`src/sfe_defines.vh`:
```
// Purpose: shared constants of the serial flash command front end
// Assumes: included by bare name from the front end and its checker; the fifo does not include it
// Notes:   opcodes, decoded command classes, density codes and fifo shape
`ifndef SFE_DEFINES_VH
`define SFE_DEFINES_VH

// instruction codes
`define SFE_OP_READ            8'h03
`define SFE_OP_FAST_READ       8'h0b
`define SFE_OP_DUAL_IO_READ    8'hbb
`define SFE_OP_DUAL_OUT_READ   8'h3b
`define SFE_OP_QUAD_IO_READ    8'heb
`define SFE_OP_QUAD_OUT_READ   8'h6b
`define SFE_OP_PAGE_PROGRAM    8'h02
`define SFE_OP_QUAD_PP_A       8'h32
`define SFE_OP_QUAD_PP_B       8'h38
`define SFE_OP_ERASE_ALL_A     8'hc7
`define SFE_OP_ERASE_ALL_B     8'h60
`define SFE_OP_SUSPEND_A       8'h75
`define SFE_OP_SUSPEND_B       8'hb0
`define SFE_OP_RESUME_A        8'h7a
`define SFE_OP_RESUME_B        8'h30
`define SFE_OP_SLEEP_ENTER     8'hb9
`define SFE_OP_ID_WAKE         8'hab
`define SFE_OP_UNIQUE_ID       8'h4b
`define SFE_OP_STANDARD_ID     8'h9f
`define SFE_OP_MAKER_DEV_ID    8'h90
`define SFE_OP_WRITE_LATCH_SET 8'h06

// decoded command classes
`define SFE_CLS_W              5
`define SFE_CLS_NONE           5'h00
`define SFE_CLS_READ           5'h01
`define SFE_CLS_FAST_READ      5'h02
`define SFE_CLS_DUAL_IO_READ   5'h03
`define SFE_CLS_DUAL_OUT_READ  5'h04
`define SFE_CLS_QUAD_IO_READ   5'h05
`define SFE_CLS_QUAD_OUT_READ  5'h06
`define SFE_CLS_PAGE_PROGRAM   5'h07
`define SFE_CLS_QUAD_PP        5'h08
`define SFE_CLS_ERASE_ALL      5'h09
`define SFE_CLS_SUSPEND        5'h0a
`define SFE_CLS_RESUME         5'h0b
`define SFE_CLS_SLEEP_ENTER    5'h0c
`define SFE_CLS_ID_WAKE        5'h0d
`define SFE_CLS_UNIQUE_ID      5'h0e
`define SFE_CLS_STANDARD_ID    5'h0f
`define SFE_CLS_MAKER_DEV_ID   5'h10
`define SFE_CLS_WRITE_LATCH    5'h11

// density codes: decoded address width 19 down to 15 bits
`define SFE_DENS_4M            3'h0
`define SFE_DENS_2M            3'h1
`define SFE_DENS_1M            3'h2
`define SFE_DENS_512K          3'h3
`define SFE_DENS_256K          3'h4

// widths and counts
`define SFE_ADDR_BITS          24
`define SFE_ARRAY_AW           19
`define SFE_INSTR_BITS         8
`define SFE_FIFO_DEPTH         16
`define SFE_FIFO_AW            4
`define SFE_FIFO_W             8
`define SFE_ADDR_ZERO          19'h00000

`endif

```
`src/sfe_front_end.v`:
```
// Purpose: serial command front end of a quad-capable serial flash
// Assumes: sel_n, sck, si synchronous to sys_clk, sck at most a quarter of sys_clk
// Notes:   array bytes are prefetched into a fifo; the shifter drains it per byte
`include "sfe_defines.vh"

module sfe_front_end (
    input  wire        sys_clk,
    input  wire        nrst,
    input  wire        sel_n,
    input  wire        sck,
    input  wire        si,
    input  wire [2:0]  density_sel,
    input  wire        write_in_progress,
    input  wire        write_latch,
    input  wire        quad_enable,
    input  wire        fetch_ack,
    input  wire [7:0]  fetch_data,
    output reg         so_out_q,
    output reg         so_oe_q,
    output reg         fetch_req_q,
    output reg  [18:0] fetch_addr_q,
    output reg  [7:0]  instr_q,
    output reg  [4:0]  cmd_class_q,
    output reg         cmd_go_q,
    output reg         read_refused_q,
    output reg         quad_lines_q
);
    localparam [2:0] ST_OPCODE = 3'h0;
    localparam [2:0] ST_ADDR   = 3'h1;
    localparam [2:0] ST_DATA   = 3'h2;
    localparam [2:0] ST_ARGS   = 3'h3;
    localparam [2:0] ST_IGNORE = 3'h4;

    // decoded address mask per density
    function [18:0] dens_mask;
        input [2:0] dens;
        begin
            case (dens)
                `SFE_DENS_4M:   dens_mask = 19'h7ffff;
                `SFE_DENS_2M:   dens_mask = 19'h3ffff;
                `SFE_DENS_1M:   dens_mask = 19'h1ffff;
                `SFE_DENS_512K: dens_mask = 19'h0ffff;
                default:        dens_mask = 19'h07fff;
            endcase
        end
    endfunction

    // opcode to class; the byte decides, and density also decides erase all
    function [4:0] classify;
        input [7:0] op;
        input [2:0] dens;
        begin
            case (op)
                `SFE_OP_READ:            classify = `SFE_CLS_READ;
                `SFE_OP_FAST_READ:       classify = `SFE_CLS_FAST_READ;
                `SFE_OP_DUAL_IO_READ:    classify = `SFE_CLS_DUAL_IO_READ;
                `SFE_OP_DUAL_OUT_READ:   classify = `SFE_CLS_DUAL_OUT_READ;
                `SFE_OP_QUAD_IO_READ:    classify = `SFE_CLS_QUAD_IO_READ;
                `SFE_OP_QUAD_OUT_READ:   classify = `SFE_CLS_QUAD_OUT_READ;
                `SFE_OP_PAGE_PROGRAM:    classify = `SFE_CLS_PAGE_PROGRAM;
                `SFE_OP_QUAD_PP_A,
                `SFE_OP_QUAD_PP_B:       classify = `SFE_CLS_QUAD_PP;
                `SFE_OP_ERASE_ALL_A,
                `SFE_OP_ERASE_ALL_B:     classify = (dens >= `SFE_DENS_256K) ?
                                             `SFE_CLS_NONE : `SFE_CLS_ERASE_ALL;
                `SFE_OP_SUSPEND_A,
                `SFE_OP_SUSPEND_B:       classify = `SFE_CLS_SUSPEND;
                `SFE_OP_RESUME_A,
                `SFE_OP_RESUME_B:        classify = `SFE_CLS_RESUME;
                `SFE_OP_SLEEP_ENTER:     classify = `SFE_CLS_SLEEP_ENTER;
                `SFE_OP_ID_WAKE:         classify = `SFE_CLS_ID_WAKE;
                `SFE_OP_UNIQUE_ID:       classify = `SFE_CLS_UNIQUE_ID;
                `SFE_OP_STANDARD_ID:     classify = `SFE_CLS_STANDARD_ID;
                `SFE_OP_MAKER_DEV_ID:    classify = `SFE_CLS_MAKER_DEV_ID;
                `SFE_OP_WRITE_LATCH_SET: classify = `SFE_CLS_WRITE_LATCH;
                default:                 classify = `SFE_CLS_NONE;
            endcase
        end
    endfunction

    function is_read_cls;
        input [4:0] cls;
        begin
            is_read_cls = (cls >= `SFE_CLS_READ) && (cls <= `SFE_CLS_QUAD_OUT_READ);
        end
    endfunction

    function is_write_cls;
        input [4:0] cls;
        begin
            is_write_cls = (cls == `SFE_CLS_PAGE_PROGRAM) || (cls == `SFE_CLS_QUAD_PP) ||
                           (cls == `SFE_CLS_ERASE_ALL);
        end
    endfunction

    reg  [2:0]  state_q;
    reg         sck_q;
    reg         sck_prev_q;
    reg         si_q;
    reg         sel_n_q;
    reg  [4:0]  bit_cnt_q;
    reg  [23:0] shift_in_q;
    reg  [7:0]  shift_out_q;
    reg         fetch_on_q;
    reg  [4:0]  held_cls_q;

    wire        sck_rise;
    wire        sck_fall;
    wire [7:0]  op_next;
    wire [4:0]  op_cls;
    wire [23:0] addr_next;
    wire [18:0] mask;
    wire        push;
    wire        fifo_in_ready;
    wire        fifo_out_valid;
    wire [7:0]  fifo_out_data;
    wire [4:0]  fifo_level;
    wire        pop;
    wire        flush;

    assign sck_rise  = sck_q & ~sck_prev_q & ~sel_n_q;
    assign sck_fall  = ~sck_q & sck_prev_q & ~sel_n_q;
    assign op_next   = {shift_in_q[6:0], si_q};
    assign op_cls    = classify(op_next, density_sel);
    assign addr_next = {shift_in_q[22:0], si_q};
    assign mask      = dens_mask(density_sel);
    assign push      = fetch_req_q & fetch_ack & fifo_in_ready;
    assign pop       = (state_q == ST_DATA) && sck_fall && (bit_cnt_q == 5'h00);
    assign flush     = sel_n_q;

    sfe_fifo #(
        .WIDTH (`SFE_FIFO_W),
        .DEPTH (`SFE_FIFO_DEPTH),
        .AW    (`SFE_FIFO_AW)
    ) u_fifo (
        .clk       (sys_clk),
        .nrst      (nrst),
        .flush     (flush),
        .in_valid  (push),
        .in_ready  (fifo_in_ready),
        .in_data   (fetch_data),
        .out_valid (fifo_out_valid),
        .out_ready (pop),
        .out_data  (fifo_out_data),
        .level     (fifo_level)
    );

    // pin sampling; inputs already synchronous so one stage is enough
    always @(posedge sys_clk or negedge nrst) begin
        if (!nrst) begin
            sck_q        <= 1'b0;
            sck_prev_q   <= 1'b0;
            si_q         <= 1'b0;
            sel_n_q      <= 1'b1;
            quad_lines_q <= 1'b0;
        end else begin
            sck_q        <= sck;
            sck_prev_q   <= sck_q;
            si_q         <= si;
            sel_n_q      <= sel_n;
            quad_lines_q <= quad_enable;
        end
    end

    // command sequencer
    always @(posedge sys_clk or negedge nrst) begin
        if (!nrst) begin
            state_q        <= ST_OPCODE;
            bit_cnt_q      <= 5'h00;
            shift_in_q     <= 24'h000000;
            instr_q        <= 8'h00;
            cmd_class_q    <= `SFE_CLS_NONE;
            cmd_go_q       <= 1'b0;
            read_refused_q <= 1'b0;
            held_cls_q     <= `SFE_CLS_NONE;
            fetch_on_q     <= 1'b0;
        end else begin
            cmd_go_q       <= 1'b0;
            read_refused_q <= 1'b0;
            if (sel_n_q) begin
                // deselect ends any sequence; held writes launch here when write_latch is set
                if (is_write_cls(held_cls_q) && write_latch) begin
                    cmd_class_q <= held_cls_q;
                    cmd_go_q    <= 1'b1;
                end
                held_cls_q <= `SFE_CLS_NONE;
                state_q    <= ST_OPCODE;
                bit_cnt_q  <= 5'h00;
                fetch_on_q <= 1'b0;
            end else begin
                case (state_q)
                    ST_OPCODE: begin
                        if (sck_rise) begin
                            shift_in_q <= {16'h0000, op_next};
                            if (bit_cnt_q == 5'd7) begin
                                bit_cnt_q <= 5'h00;
                                instr_q   <= op_next;
                                if (op_cls == `SFE_CLS_NONE) begin
                                    state_q <= ST_IGNORE;
                                end else if (is_read_cls(op_cls) && write_in_progress) begin
                                    read_refused_q <= 1'b1;
                                    state_q        <= ST_IGNORE;
                                end else if (op_cls == `SFE_CLS_READ) begin
                                    cmd_class_q <= op_cls;
                                    cmd_go_q    <= 1'b1;
                                    state_q     <= ST_ADDR;
                                end else if (is_write_cls(op_cls)) begin
                                    held_cls_q <= op_cls;
                                    state_q    <= ST_ARGS;
                                end else begin
                                    cmd_class_q <= op_cls;
                                    cmd_go_q    <= 1'b1;
                                    state_q     <= ST_ARGS;
                                end
                            end else begin
                                bit_cnt_q <= bit_cnt_q + 5'h01;
                            end
                        end
                    end
                    ST_ADDR: begin
                        if (sck_rise) begin
                            shift_in_q <= addr_next;
                            if (bit_cnt_q == 5'd23) begin
                                bit_cnt_q  <= 5'h00;
                                fetch_on_q <= 1'b1;
                                state_q    <= ST_DATA;
                            end else begin
                                bit_cnt_q <= bit_cnt_q + 5'h01;
                            end
                        end
                    end
                    ST_DATA: begin
                        // si is no longer looked at
                        if (sck_fall) begin
                            bit_cnt_q <= {2'b00, bit_cnt_q[2:0] + 3'h1};
                        end
                    end
                    ST_ARGS: begin
                        state_q <= ST_ARGS;
                    end
                    ST_IGNORE: begin
                        state_q <= ST_IGNORE;
                    end
                    default: begin
                        state_q <= ST_IGNORE;
                    end
                endcase
            end
        end
    end

    // array prefetch; one request in flight, so stop requesting two short of full
    always @(posedge sys_clk or negedge nrst) begin
        if (!nrst) begin
            fetch_req_q  <= 1'b0;
            fetch_addr_q <= `SFE_ADDR_ZERO;
        end else begin
            if (state_q == ST_ADDR && sck_rise && bit_cnt_q == 5'd23 && !sel_n_q) begin
                fetch_addr_q <= addr_next[18:0] & mask;
                fetch_req_q  <= 1'b0;
            end else begin
                if (push) begin
                    fetch_addr_q <= (fetch_addr_q + 19'h00001) & mask;
                end
                fetch_req_q <= fetch_on_q && !sel_n_q &&
                               (fifo_level < `SFE_FIFO_DEPTH - 2) && !(fetch_req_q && !fetch_ack);
            end
        end
    end

    // serial output: change on sck fall, msb first
    always @(posedge sys_clk or negedge nrst) begin
        if (!nrst) begin
            shift_out_q <= 8'h00;
            so_out_q    <= 1'b0;
            so_oe_q     <= 1'b0;
        end else if (sel_n_q || state_q != ST_DATA) begin
            so_oe_q  <= 1'b0;
            so_out_q <= 1'b0;
        end else if (sck_fall) begin
            so_oe_q <= 1'b1;
            if (bit_cnt_q == 5'h00) begin
                // an empty fifo means the array was too slow; zeros go out
                shift_out_q <= fifo_out_valid ? {fifo_out_data[6:0], 1'b0} : 8'h00;
                so_out_q    <= fifo_out_valid & fifo_out_data[7];
            end else begin
                shift_out_q <= {shift_out_q[6:0], 1'b0};
                so_out_q    <= shift_out_q[7];
            end
        end
    end
endmodule

```
`src/sfe_fifo.v`:
```
// Purpose: byte fifo between the array fetch and the serial shifter
// Assumes: single clock, flush empties it in one cycle
// Notes:   level shows the fill so the producer can leave room for a beat in flight
module sfe_fifo #(
    parameter WIDTH = 8,
    parameter DEPTH = 16,
    parameter AW    = 4
) (
    input  wire             clk,
    input  wire             nrst,
    input  wire             flush,
    input  wire             in_valid,
    output wire             in_ready,
    input  wire [WIDTH-1:0] in_data,
    output wire             out_valid,
    input  wire             out_ready,
    output wire [WIDTH-1:0] out_data,
    output wire [AW:0]      level
);
    reg [WIDTH-1:0] mem_q [0:DEPTH-1];
    reg [AW-1:0]    wr_q;
    reg [AW-1:0]    rd_q;
    reg [AW:0]      cnt_q;
    wire            push;
    wire            pop;
    integer         i;

    assign in_ready  = (cnt_q != DEPTH[AW:0]);
    assign out_valid = (cnt_q != {(AW+1){1'b0}});
    assign push      = in_valid & in_ready;
    assign pop       = out_valid & out_ready;
    assign out_data  = mem_q[rd_q];
    assign level     = cnt_q;

    always @(posedge clk or negedge nrst) begin
        if (!nrst) begin
            wr_q  <= {AW{1'b0}};
            rd_q  <= {AW{1'b0}};
            cnt_q <= {(AW+1){1'b0}};
            for (i = 0; i < DEPTH; i = i + 1) begin
                mem_q[i] <= {WIDTH{1'b0}};
            end
        end else if (flush) begin
            wr_q  <= {AW{1'b0}};
            rd_q  <= {AW{1'b0}};
            cnt_q <= {(AW+1){1'b0}};
        end else begin
            if (push) begin
                mem_q[wr_q] <= in_data;
                wr_q        <= wr_q + 1'b1;
            end
            if (pop) begin
                rd_q <= rd_q + 1'b1;
            end
            if (push && !pop) begin
                cnt_q <= cnt_q + 1'b1;
            end else if (pop && !push) begin
                cnt_q <= cnt_q - 1'b1;
            end
        end
    end
endmodule

```
`config.mk`:
```
export PLATFORM = sky130hd
export DESIGN_NAME = sfe_front_end
export DESIGN_NICKNAME = d
export VERILOG_FILES = /design/src/sfe_front_end.v /design/src/sfe_fifo.v
export VERILOG_INCLUDE_DIRS = /design/src
export SDC_FILE = /design/constraint.sdc
export NUM_CORES = 1
export LEC_CHECK = 0
export BUFFER_PORTS_ARGS = -buffer_cell sky130_fd_sc_hd__buf_4
export CAP_MARGIN = 25
export CORE_MARGIN = 2
export CORE_UTILIZATION = 55
export DETAILED_ROUTE_END_ITERATION = 16
export PLACE_DENSITY = 0.73
export SLEW_MARGIN = 20
export SYNTH_ARGS = -nofsm -noshare
export SYNTH_HDL_FRONTEND = slang
export SYNTH_SLANG_ARGS = --single-unit
export TNS_END_PERCENT = 10
```
`constraint.sdc`:
```
create_clock -name sys_clk -period 3.32 [get_ports sys_clk]
set_clock_uncertainty 0.15 [all_clocks]
set_input_delay 0.664 -clock sys_clk [delete_from_list [all_inputs] [get_ports sys_clk]]
set_output_delay 0.664 -clock sys_clk [all_outputs]
set_load 0.005 [all_outputs]
```
# After elaboration in Yosys (flattened, before gate mapping)
# Cells that the tools add are included.
# totals
register_bits	223
input_bits	20
elab_cells	257
out_inout_bits	38
# op_classes
n_reduce_logical	56
mux	81
n_bitwise	17
magnitude_cmp	7
eq_ne	51
addsub	7
# op_table
cell	count
5-bit 2-to-1 mux	26
128-bit bitwise mux	1
5-bit case mux with 17 select lines	1
19-bit case mux with 4 select lines	1
8-bit equality test (second input constant)	8
8-bit by 7-bit equality test with 1-bit output (second input constant)	5
8-bit 2-to-1 mux	5
19-bit AND	2
19-bit 2-to-1 mux	2
18-bit 2-to-1 mux	2
18-bit case mux with 2 select lines	1
8-bit binary-select mux with 4-bit select	1
8-bit demux with 4-bit select	1
8-bit by 6-bit equality test with 1-bit output (second input constant)	4
1-bit 2-to-1 mux	25
2-bit nonzero test	11
3-bit 2-to-1 mux	7
5-bit by 4-bit equality test with 1-bit output (second input constant)	4
4-bit 2-to-1 mux	5
19-bit by 1-bit adder with 19-bit output (second input constant)	1
8-bit by 2-bit equality test with 1-bit output (second input constant)	2
5-bit by 3-bit equality test with 1-bit output (second input constant)	3
1-bit logical AND	15
3-bit inequality test (second input constant)	5
other kinds (39)	81

# Logic depth before layout (Yosys ltp)
# Gate-level depths: netlist of run 1.
# depth
depth_word	14
ltp_mapped	16
depth_no_buf	15

# Cells and area by module
# Synthesis of run 1 repeated with hierarchy kept, for this count alone.
# hier_totals
cells_unflattened	942
area_unflattened_um2	11318.4
# modules_own_cells
module	seq_area_each_um2	instances	cells_per_inst	area_per_inst_um2
sfe_fifo	3528.4	1	464	6906.6
sfe_front_end	2028.2	1	478	4411.7

# Least setup slack after synthesis of run 1
# No wires, ideal clock.
# synth_timing
path_kind	flip-flop to flip-flop
from	register bit_cnt_q[0]
to	register u_fifo.cnt_q[4], in the netlist u_fifo.level[4]
period_less_slack_ns	3.040
t_required_ns	3.038
path_buffers	1
arrival_time_ns	2.758
setup_time_ns	0.132
path_stages_with_launch	16
slack_ns	0.280
cell_sequence	dfrtp_1 > inv_1 > ha_1 > or4b_1 > buf_2 > a21o_1 > or2_1 > nand2_1 > inv_1 > fa_1 > inv_1 > a21o_1 > a21oi_1 > a21oi_1 > xnor2_1 > nor2_1
# synth_between
elab_chain_len	7
word_cells_on_any_way	9
cone_classes	mux (2); bitwise (1); reduce/logical (6)
# synth_rtl
element	line	text
from (decl)	sfe_front_end.v:101	reg [4:0] bit_cnt_q;
from (signal assigned)	sfe_front_end.v:216	bit_cnt_q <= bit_cnt_q + 5'h01;
from (signal assigned)	sfe_front_end.v:228	bit_cnt_q <= bit_cnt_q + 5'h01;
from (signal assigned)	sfe_front_end.v:235	bit_cnt_q <= {2'b00, bit_cnt_q[2:0] + 3'h1};
5-bit zero test *	sfe_front_end.v:128	assign pop = (state_q == ST_DATA) && sck_fall && (bit_cnt_q == 5'h00);
1-bit logical AND *	sfe_front_end.v:128	
1-bit AND *	sfe_fifo.v:31	assign pop = out_valid & out_ready;
1-bit zero test	sfe_fifo.v:55	if (push && !pop) begin
1-bit logical AND	sfe_fifo.v:55	
5-bit 2-to-1 mux	sfe_fifo.v:55	
5-bit 2-to-1 mux	sfe_fifo.v:43	end else if (flush) begin
to (signal assigned)	sfe_fifo.v:46	cnt_q <= {(AW+1){1'b0}};
to (signal assigned)	sfe_fifo.v:56	cnt_q <= cnt_q + 1'b1;
to (signal assigned)	sfe_fifo.v:58	cnt_q <= cnt_q - 1'b1;
to (decl)	sfe_fifo.v:23	reg [AW:0] cnt_q;
# Every way passes the cells marked *; elsewhere a longest branch is shown, timed or not.
# A chain may end at the register's enable or synchronous reset.

# Worst setup path in the final report of run 1
# layout_timing
from	register shift_in_q[6]
to	register cmd_class_q[3]
# layout_between
elab_chain_len	11
word_cells_on_any_way	49
cone_classes	order compare (2); eq/ne (28); mux (9); reduce/logical (10)
# layout_rtl
element	line	text
from (decl)	sfe_front_end.v:102	reg [23:0] shift_in_q;
from (signal assigned)	sfe_front_end.v:194	shift_in_q <= {16'h0000, op_next};
from (signal assigned)	sfe_front_end.v:222	shift_in_q <= addr_next;
8-bit by 7-bit equality test with 1-bit output (tied with other cells)	sfe_front_end.v:53	case (op)
2-bit OR reduction	sfe_front_end.v:53	
5-bit case mux with 17 select lines *	sfe_front_end.v:53	
5-bit by 1-bit equality test with 1-bit output (no source line) / 5-bit 2-to-1 mux (equally long branches)	n/a	
5-bit 2-to-1 mux	sfe_front_end.v:203	end else if (op_cls == `SFE_CLS_READ) begin
5-bit 2-to-1 mux	sfe_front_end.v:200	end else if (is_read_cls(op_cls) && write_in_progress) begin
5-bit 2-to-1 mux	sfe_front_end.v:198	if (op_cls == `SFE_CLS_NONE) begin
5-bit 2-to-1 mux	sfe_front_end.v:195	if (bit_cnt_q == 5'd7) begin
5-bit 2-to-1 mux	sfe_front_end.v:193	if (sck_rise) begin
5-bit 2-to-1 mux	sfe_front_end.v:191	case (state_q)
5-bit 2-to-1 mux	sfe_front_end.v:180	if (sel_n_q) begin
to (signal assigned)	sfe_front_end.v:183	cmd_class_q <= held_cls_q;
to (signal assigned)	sfe_front_end.v:204	cmd_class_q <= op_cls;
to (signal assigned)	sfe_front_end.v:211	cmd_class_q <= op_cls;
to (decl)	sfe_front_end.v:23	output reg [4:0] cmd_class_q,
# Every way passes the cells marked *; elsewhere a longest branch is shown, timed or not. The select of a mux whose other input is x is not followed.

==> out/results.txt, run 1 <==
DP Cell Count - 1,188
Yosys reg bits - 222
Net count, final - 982
Post-CTS Hold Buffers - 0
Initial antenna violation count - 0
GRT Util Overall - 22.92%
Number of enable flip-flop cells after synthesis - 0
Synth Warn # - 0
Global-route wire length before repair - 39,140 um
# rows - 51
Maximum VDD drop - 0.4199 mV
Unique masters post-synth - 72
Via/cell ratio - 5.920
H-tree depth - 1
Max-cap viol count - 0
CTS tree - yes
Req. time, crit path - 3.57 ns
Outcome - complete, no violations
Vias in the first global route - 7,322
Hold Crit Class - primary input to async pin
Worst Tran Pin Value - 0.9723 ns
Post-Syn Area - 10,950 um^2
Share of layout cells above drive strength 1 - 33.88%
DR iter-0 viols - 457
Tmin final - 3.055 ns
GRT overflow - 0
Final Setup Violations - 0
Postcts setup bufs - 0
Layout overhead on the synthesized area - 14.94%
Ant. Diodes - 0
Root Buffer Master - clkbuf_16
Worst skew pair latency - 0.53 ns
CP endpoint kind - flop
Final hold viol count - 0
Post-CTS sizing - 0
# IOs - 58
Port Buffer Count - 57
RSZ-0062 raised after global routing - no
Pwr Density - 497.0 nW/um^2
Part of the cycle the worst path needs - 92.03%
Final Max Slew Viols - 0
Filler instances - 1,495
Synth Flop Type - dfrtp_1
Drt total wl - 23,840 um
Register area share after synthesis - 50.73%
Core ar. - 19,530 um^2
Final Wtd Congestion - 0.8427
Clk pin slew, worst setup/hold paths - 0.06 ns
Synth top area share - 50.49%
Synth Net Count - 929
Longest Clk Path Bufs - 3
Height of the die - 145.1 um
Ys async rst share - 100.0%
Post-Layout Cell Count - 1,233
DR vias - 7,299
Die area - 21,060 um^2
Syn Inst Count - 897
Largest net degree at the start of global routing - 90
Setup Crit Path Kind - flop to flop
Worst-path maximum fanout - 17
CTS Buf Count - 24
LEAKAGE - 5.831 nW
Count leader, synth - dfrtp_1
Initial Util - 56.10%
Startpoint type of the worst setup path - flop
DRT antenna net count - 0
Top cells by count, synth - 221 x dfrtp_1, 144 x mux2_2, 83 x nand2_1
Drt drc - 0
F_max - 327.3 MHz
Die X - 145.1 um
Post-DP HPWL - 15,180 um
First-pass detailed-route iteration total - 5
Syn_area_per_cell - 12.21 um^2
Worst path arrival time - 3.31 ns
Top cells by area, synth - dfrtp_1 50%, mux2_2 15%, mux4_2 8.2%, nand2_1 2.8%, a21oi_1 2.0%
Routed len/inst - 19.33 um
Setup_tns - 0 ns
Sink Count - 222
Yosys top cell by area - dfrtp_1
Slew margin rel. - 34.94%
==> layer usage <==
metal	track usage [%]	vias up	share of wire (%)	wire [um]
li1	-	3364	-	-
met1	30.97	3710	43	10290
met2	38.79	177	49	11770
met3	3.082	48	4.3	1016
met4	7.402	0	3.2	762
met5	0	-	0	0
==> state kept, by name, indices dropped and copies added, names as in the netlist, 3 cells and up <==
signal and flops:
u_fifo.level 5, u_fifo.mem_q 128, instr_q 8, held_cls_q 5
shift_out_q 7, bit_cnt_q 5, shift_in_q 18, u_fifo.rd_q 4
u_fifo.wr_q 4, fetch_addr_q 19, cmd_class_q 5, state_q 3
==> where the power goes <==
| group | switching, mW | internal, mW | leakage (nW) |
|---|---|---|---|
| logic | 0.258 | 0.205 | 2.40 |
| registers | 0.165 | 2.75 | 3.00 |
| clock network | 1.12 | 1.76 | 0.434 |
| total | 1.54 | 4.72 | 5.83 |
==> layout by cell type, fill, tap and decap left out, types with 11 or more instances in the layout <==
cell | netlist | final
clkbuf_16 | 0 | 24
ha_1 | 11 | 11
nand4_1 | 14 | 14
mux2i_1 | 11 | 11
xor2_1 | 17 | 17
nor3_1 | 13 | 13
nor2_1 | 47 | 47
mux4_2 | 40 | 40
and3_1 | 12 | 12
a21oi_1 | 43 | 43
mux2_2 | 144 | 144
inv_1 | 17 | 17
o21ai_0 | 32 | 32
dfrtp_1 | 221 | 220
nand2_1 | 83 | 83
nor2b_1 | 14 | 14
buf_4 | 1 | 76
nand3_1 | 18 | 18
==> final timing paths <==
kind / from / to / slack (ns) / cells after the start
min in group sys_clk: si / si_q / 0.10 / 1
setup reg to reg: shift_in_q[6] / cmd_class_q[3] / 0.26 / 8
hold reg to reg: sck_q / sck_prev_q / 0.30 / 0
setup / recovery: shift_in_q[6] / cmd_class_q[3] / 0.26 / 8
max in group asynchronous: nrst / fetch_addr_q[9] / 2.21 / 2
hold / removal: nrst / instr_q[5] / 0.02 / 1
==> layout make-up <==
cell class	count	area [um^2]	area share [%]
clock buffers	31	676.9	5.376
flip-flops and latches	222	5558	44.14
well taps	265	331.6	2.633
inverters	17	63.81	0.5068
clock inverters	13	197.7	1.570
repair buffers	82	676.9	5.376
multi-input cells	603	5086	40.40
==> per-stage QoR <==
| stage | setup WS (ns) | power, mW | util [%] | instance area, um^2 | hold WS, ns |
|---|---|---|---|---|---|
| after global routing | 0.04155 | 6.519 | 64.48 | 12590 | 0.05592 |
| after detailed placement | 0.2960 | 3.421 | 59.94 | 11710 | 0.2599 |
| after global placement | 0.3494 | 3.415 | 59.94 | 11710 | 0.2706 |
| after floorplan | 0.2798 | 3.241 | - | 10950 | 0.2184 |
| after CTS | 0.2746 | 6.319 | 64.42 | 12580 | 0.02094 |
| final | 0.2646 | 6.258 | 64.48 | 12590 | 0.01619 |
==> worst max-delay path: stages (launching register included) <==
cell,delay (ns)
dfrtp_1,0.65
and4b_1,0.25
o21ai_0,0.27
o31ai_1,0.15
a311o_1,0.39
or3_4,0.41
a21oi_4,0.20
o21a_4,0.18
mux2_4,0.29
==> cells by family (layout without fill, tap and decap cells) <==
| kind of cell | count (synthesis) | after routing | share of synthesized area [%] |
|---|---|---|---|
| xor gates and xnor gates | 26 | 26 | 2.079 |
| buffers and inverters | 72 | 143 | 2.844 |
| adders and majority gates | 12 | 12 | 1.439 |
| and+or+nand+nor | 261 | 261 | 12.78 |
| AOI/OAI and AO/OA | 108 | 108 | 5.962 |
| muxes | 196 | 196 | 24.17 |
| DFF | 222 | 222 | 50.73 |
No activity file was read; power rests on OpenSTA's default activity.
==> inputs of run 2 (changes only) <==
Settings changed: BUFFER_PORTS_ARGS -buffer_cell sky130_fd_sc_hd__buf_4 to -buffer_cell sky130_fd_sc_hd__buf_2.
==> run 2 against run 1 <==
  * Final area is 2.1% lower
  * Sequential share of layout area is 0.93 points higher
  * Maximum frequency down 1.2%
  * Sequential power is essentially flat
  * Register-to-register slack worse by 0.04 ns
  * Core utilization down 1.3 points
  * Critical path type unchanged
  * Largest cell class unchanged
==> out/results.txt, run 2 (synthesis results as in run 1) <==
Outcome - complete, no violations
Initial antenna violation count - 0 (unchanged)
Final Setup Violations - 0 (unchanged)
Maximum VDD drop - 0.4328 mV (+3.1%)
Req. time, crit path - 3.57 ns (about the same)
LEAKAGE - 5.725 nW (-1.8%)
DR iter-0 viols - 526 (+15%)
Longest Clk Path Bufs - 3 (unchanged)
Post-DP HPWL - 15,090 um (-0.59%)
Hold Crit Class - primary input to flop
Postcts setup bufs - 0 (unchanged)
Core ar. - 19,530 um^2 (unchanged)
Busiest grt layer - met2
CTS Buf Count - 24 (unchanged)
Tmin final - 3.092 ns (+0.03647 ns)
Ant. Diodes - 0 (unchanged)
R2r endpoint - u_fifo.level[4]
GRT overflow - 0 (unchanged)
DP Cell Count - 1,185 (-0.25%)
Drt drc - 0 (unchanged)
Sink Count - 222 (unchanged)
H-tree depth - 1 (unchanged)
Final Wtd Congestion - 0.8892 (+5.5%)
Hold Path Depth - 1
DR vias - 7,325 (+0.36%)
Port Buffer Count - 57 (unchanged)
Net count, final - 979 (-0.31%)
Height of the die - 145.1 um (unchanged)
DRT antenna net count - 0 (unchanged)
Reg-to-reg slack, setup - 0.23 ns (-0.04 ns)
Reg2Reg Launch Point - bit_cnt_q[0]
Met2 Resource Use GR - 39.00% (+0.21 points)
Slew margin rel. - 37.80% (+2.9 points)
Vias in the first global route - 7,497 (+2.4%)
Crit path capture - u_fifo.level[4]
Setup_tns - 0 ns (unchanged)
Max-cap viol count - 0 (unchanged)
Final hold viol count - 0 (unchanged)
Biggest registers after layout - u_fifo.mem_q (128), fetch_addr_q (19), shift_in_q (18)
# IOs - 58 (unchanged)
Share of layout cells above drive strength 1 - 33.09% (-0.79 points)
Startpoint type of the worst setup path - flop
Part of the cycle the worst path needs - 93.13% (+1.1 points)
CTS tree - yes
Setup slack at placement - 0.2602 ns (-0.03579 ns)
Layout overhead on the synthesized area - 12.58%
RSZ-0062 raised after global routing - no
Fin worst setup slack - 0.2282 ns (-0.03647 ns)
Met1 Track Usage GR - 30.16% (-0.80 points)
# rows - 51 (unchanged)
Filler instances - 1,558 (+4.2%)
Die X - 145.1 um (unchanged)
Global-route wire length before repair - 39,120 um (about the same)
Largest Register - u_fifo.mem_q
Final Max Slew Viols - 0 (unchanged)
CP endpoint kind - flop
Crit path launch - bit_cnt_q[0]
F_max - 323.4 MHz (-1.2%)
Worst-path maximum fanout - 5 (-12)
Worst path arrival time - 3.34 ns (+0.03 ns)
GRT Util Overall - 22.98% (+0.059 points)
Worst r2r path cells - 14 (+6)
Initial Util - 56.10% (unchanged)
Drt total wl - 23,720 um (-0.51%)
Commonest non-fill, non-tap cell in the layout - dfrtp_1
Clk pin slew, worst setup/hold paths - 0.06 ns (about the same)
Via/cell ratio - 5.960 (+0.68%)
Worst skew pair latency - 0.52 ns (about the same)
Setup Crit Path Kind - flop to flop
Max FFs per register - 128 (unchanged)
Met3 Resource Use GR - 3.962% (+0.88 points)
Largest net degree at the start of global routing - 68 (-24%)
Post-Layout Cell Count - 1,229 (-0.32%)
Die area - 21,060 um^2 (unchanged)
Most frequent cells in the layout - 220 x dfrtp_1, 144 x mux2_2, 83 x nand2_1, 56 x buf_2, 47 x nor2_1
Worst Tran Pin Value - 0.9245 ns (-0.04778 ns)
First-pass detailed-route iteration total - 6 (+1)
Routed len/inst - 19.30 um (-0.18%)
Root Buffer Master - clkbuf_16
Pwr Density - 482.5 nW/um^2 (-2.9%)
==> run 2: power by group <==
part / internal [mW] / switching (mW) / total (mW) / leakage (nW)
logic: 0.191 / 0.252 / 0.443 / 2.35
registers: 2.75 / 0.169 / 2.92 / 3.00
clock network: 1.54 / 1.04 / 2.59 / 0.383
==> run 2: per-layer routing <==
layer / routed length (um) / vias to the layer above
li1: - / 3350
met1: 9897 / 3724
met2: 11720 / 193
met3: 1194 / 58
met4: 904 / 0
met5: 0 / -
==> run 2: worst min-delay path by stage <==
stage | slack (ns) | endpoint | from
after floorplan | 0.22 | bit_cnt_q[0] | nrst
after global placement | 0.26 | sck_prev_q | sck_q
after detailed placement | 0.26 | sck_prev_q | sck_q
after CTS | 0.08 | flush | sel_n
after global routing | 0.07 | flush | sel_n
final | 0.09 | flush | sel_n
==> run 2: metrics by stage <==
step,util [%],total power [mW],hold slack [ns],area [um^2]
after detailed placement,59.11,3.399,0.2583,11540
after CTS,63.16,5.999,0.07724,12330
final,63.16,5.950,0.09366,12330
after global placement,59.11,3.392,0.2616,11540
after floorplan,-,3.241,0.2184,10950
after global routing,63.16,6.199,0.07355,12330
==> run 2: final cells by class <==
| type | instances | area (um^2) | share of cell area [%] |
|---|---|---|---|
| flip-flops and latches | 222 | 5558 | 45.07 |
| multi-input cells | 603 | 5086 | 41.24 |
| clock buffers | 36 | 705.7 | 5.722 |
| repair buffers | 79 | 513.0 | 4.160 |
| well taps | 265 | 331.6 | 2.689 |
| clock inverters | 7 | 73.82 | 0.5986 |
| inverters | 17 | 63.81 | 0.5175 |
==> run 2: repair_timing <==
item	CTS	global route
hold buffers	1	0
resized for setup	0	0
endpoints found under the hold margin	64	0
==> run 2: critical path: stages (launching register included) <==
cell and delay [ns]:
dfrtp_1 0.42, inv_1 0.08, ha_1 0.13, or4b_1 0.46, a21o_1 0.18, or2_1 0.25, nand2_1 0.18, inv_1 0.10
fa_1 0.41, inv_1 0.07, a21o_1 0.11, a21oi_1 0.08, a21oi_1 0.17, xnor2_1 0.13, nor2_1 0.05
==> inputs of run 3 (changes only) <==
Settings changed: CAP_MARGIN 25 to not set, MAX_ROUTING_LAYER set to met4.
==> run 3 against run 2 <==
  * Count of clock-buffer cells in the layout unchanged
  * Sequential power about the same
  * Hold slack got worse by 0.0010 ns
==> out/results.txt, run 3 (synthesis results as in run 1) <==
WP buf/inv - 3 (unchanged)
Most frequent cells in the layout - 220 x dfrtp_1, 144 x mux2_2, 83 x nand2_1, 56 x buf_2, 47 x nor2_1
Hold Crit Class - primary input to flop
CP Depth - 14 (unchanged)
DP Cell Count - 1,185 (unchanged)
Drt drc - 0 (unchanged)
DR iter-0 viols - 457 (-13%)
Post-DP HPWL - 15,090 um (unchanged)
DRT antenna net count - 0 (unchanged)
Share of layout cells above drive strength 1 - 33.09% (unchanged)
Layout overhead on the synthesized area - 12.58% (unchanged)
Global-route wire length before repair - 39,120 um (unchanged)
Setup Crit Path Kind - flop to flop
GRT overflow - 0 (unchanged)
Crit path max-delay family - simple AND/OR/NAND/NOR gates
Final Setup Violations - 0 (unchanged)
Reg-to-reg slack, setup - 0.23 ns (about the same)
Sink Count - 222 (unchanged)
Hold_ws - 0.09264 ns (-0.001013 ns)
# rows - 51 (unchanged)
Root Buffer Master - clkbuf_16
Net count, final - 979 (unchanged)
Most used cell, CP - inv_1
DR vias - 7,286 (-0.53%)
Crit path cell chain - inv_1 > ha_1 > or4b_1 > a21o_1 > or2_1 > nand2_1 > inv_1 > fa_1 > inv_1 > a21o_1 > a21oi_1 > a21oi_1 > xnor2_1 > nor2_1
Setup_tns - 0 ns (unchanged)
Outcome - complete, no violations
Pwr Density - 482.3 nW/um^2 (about the same)
GRT Util Overall - 23.66% (+0.68 points)
Req. time, crit path - 3.57 ns (about the same)
Slew margin rel. - 38.66% (+0.86 points)
Height of the die - 145.1 um (unchanged)
Die X - 145.1 um (unchanged)
Worst r2r path cells - 14 (unchanged)
Clk pin slew, worst setup/hold paths - 0.06 ns (about the same)
Final Max Slew Viols - 0 (unchanged)
Part of the cycle the worst path needs - 93.05% (about the same)
Worst Tran Pin Value - 0.9117 ns (-0.01285 ns)
DP Area - 11,540 um^2 (unchanged)
Final Wtd Congestion - 0.9041 (+1.7%)
Initial Util - 56.10% (unchanged)
Setup slack at placement - 0.2602 ns (unchanged)
CTS Buf Count - 24 (unchanged)
Final hold viol count - 0 (unchanged)
Longest Clk Path Bufs - 3 (unchanged)
Final Power - 5.948 mW (about the same)
Worst skew pair latency - 0.52 ns (about the same)
H-tree depth - 1 (unchanged)
Crit path largest cell delay - 0.46 ns (about the same)
Drt total wl - 23,700 um (about the same)
Crit path launch - bit_cnt_q[0]
Worst path arrival time - 3.34 ns (about the same)
# IOs - 58 (unchanged)
Post-Layout Cell Count - 1,229 (unchanged)
Core ar. - 19,530 um^2 (unchanged)
Vias in the first global route - 7,473 (-0.32%)
Tmin final - 3.089 ns (-0.002480 ns)
Largest net degree at the start of global routing - 68 (unchanged)
Port Buffer Count - 57 (unchanged)
Max-cap viol count - 0 (unchanged)
RSZ-0062 raised after global routing - no
Max FFs per register - 128 (unchanged)
Biggest registers after layout - u_fifo.mem_q (128), fetch_addr_q (19), shift_in_q (18)
Reg2Reg Launch Point - bit_cnt_q[0]
Fin worst setup slack - 0.2306 ns (+0.002480 ns)
Crit-path slowest cell - or4b_1
CP endpoint kind - flop
Crit path capture - u_fifo.level[4]
Final Util - 63.16% (unchanged)
Postcts setup bufs - 0 (unchanged)
Worst-path maximum fanout - 5 (unchanged)
Cell area after layout - 12,330 um^2 (unchanged)
Routed len/inst - 19.28 um (about the same)
Largest Register - u_fifo.mem_q
Maximum VDD drop - 0.4337 mV (+0.20%)
Ant. Diodes - 0 (unchanged)
LEAKAGE - 5.725 nW (unchanged)
Initial antenna violation count - 0 (unchanged)
CTS tree - yes
Via/cell ratio - 5.928 (-0.53%)
Startpoint type of the worst setup path - flop
Commonest non-fill, non-tap cell in the layout - dfrtp_1
Die area - 21,060 um^2 (unchanged)
First-pass detailed-route iteration total - 6 (unchanged)
F_max - 323.7 MHz (about the same)
R2r endpoint - u_fifo.level[4]
-- run 3: how the worst min path moves through the flow --
stage                         endpoint  depth (start not counted)  slack [ns]   from
after floorplan           bit_cnt_q[0]                          0        0.22   nrst
after global placement      sck_prev_q                          0        0.26  sck_q
after detailed placement    sck_prev_q                          0        0.26  sck_q
after CTS                        flush                          1        0.08  sel_n
after global routing             flush                          1        0.07  sel_n
final                            flush                          1        0.09  sel_n
-- run 3: timing repair --
item,in CTS,in global routing
hold buffers,1,0
gates resized for setup,0,0
hold endpoints to repair,64,0
-- run 3: final cells by class --
cell class              count  area [um^2]
clock buffers              36        705.7
clock inverters             7        73.82
fillers                  1558         7194
inverters                  17        63.81
multi-input cells         603         5086
flip-flops and latches    222         5558
well taps                 265        331.6
repair buffers             79        513.0
-- run 3: metal layers --
| metal | global-route usage (%) | vias up | part of all wire [%] |
|---|---|---|---|
| li1 | - | 3344 | - |
| met1 | 30.21 | 3686 | 42 |
| met2 | 38.95 | 199 | 50 |
| met3 | 3.962 | 57 | 5.3 |
| met4 | 7.892 | 0 | 3.6 |
| met5 | - | - | 0 |
-- run 3: power by group --
group / internal [mW] / leakage [nW] / switching [mW]
Sequential: 2.75 / 3.00 / 0.168
Clock: 1.54 / 0.383 / 1.04
Combinational: 0.191 / 2.35 / 0.252
Total: 4.49 / 5.73 / 1.46
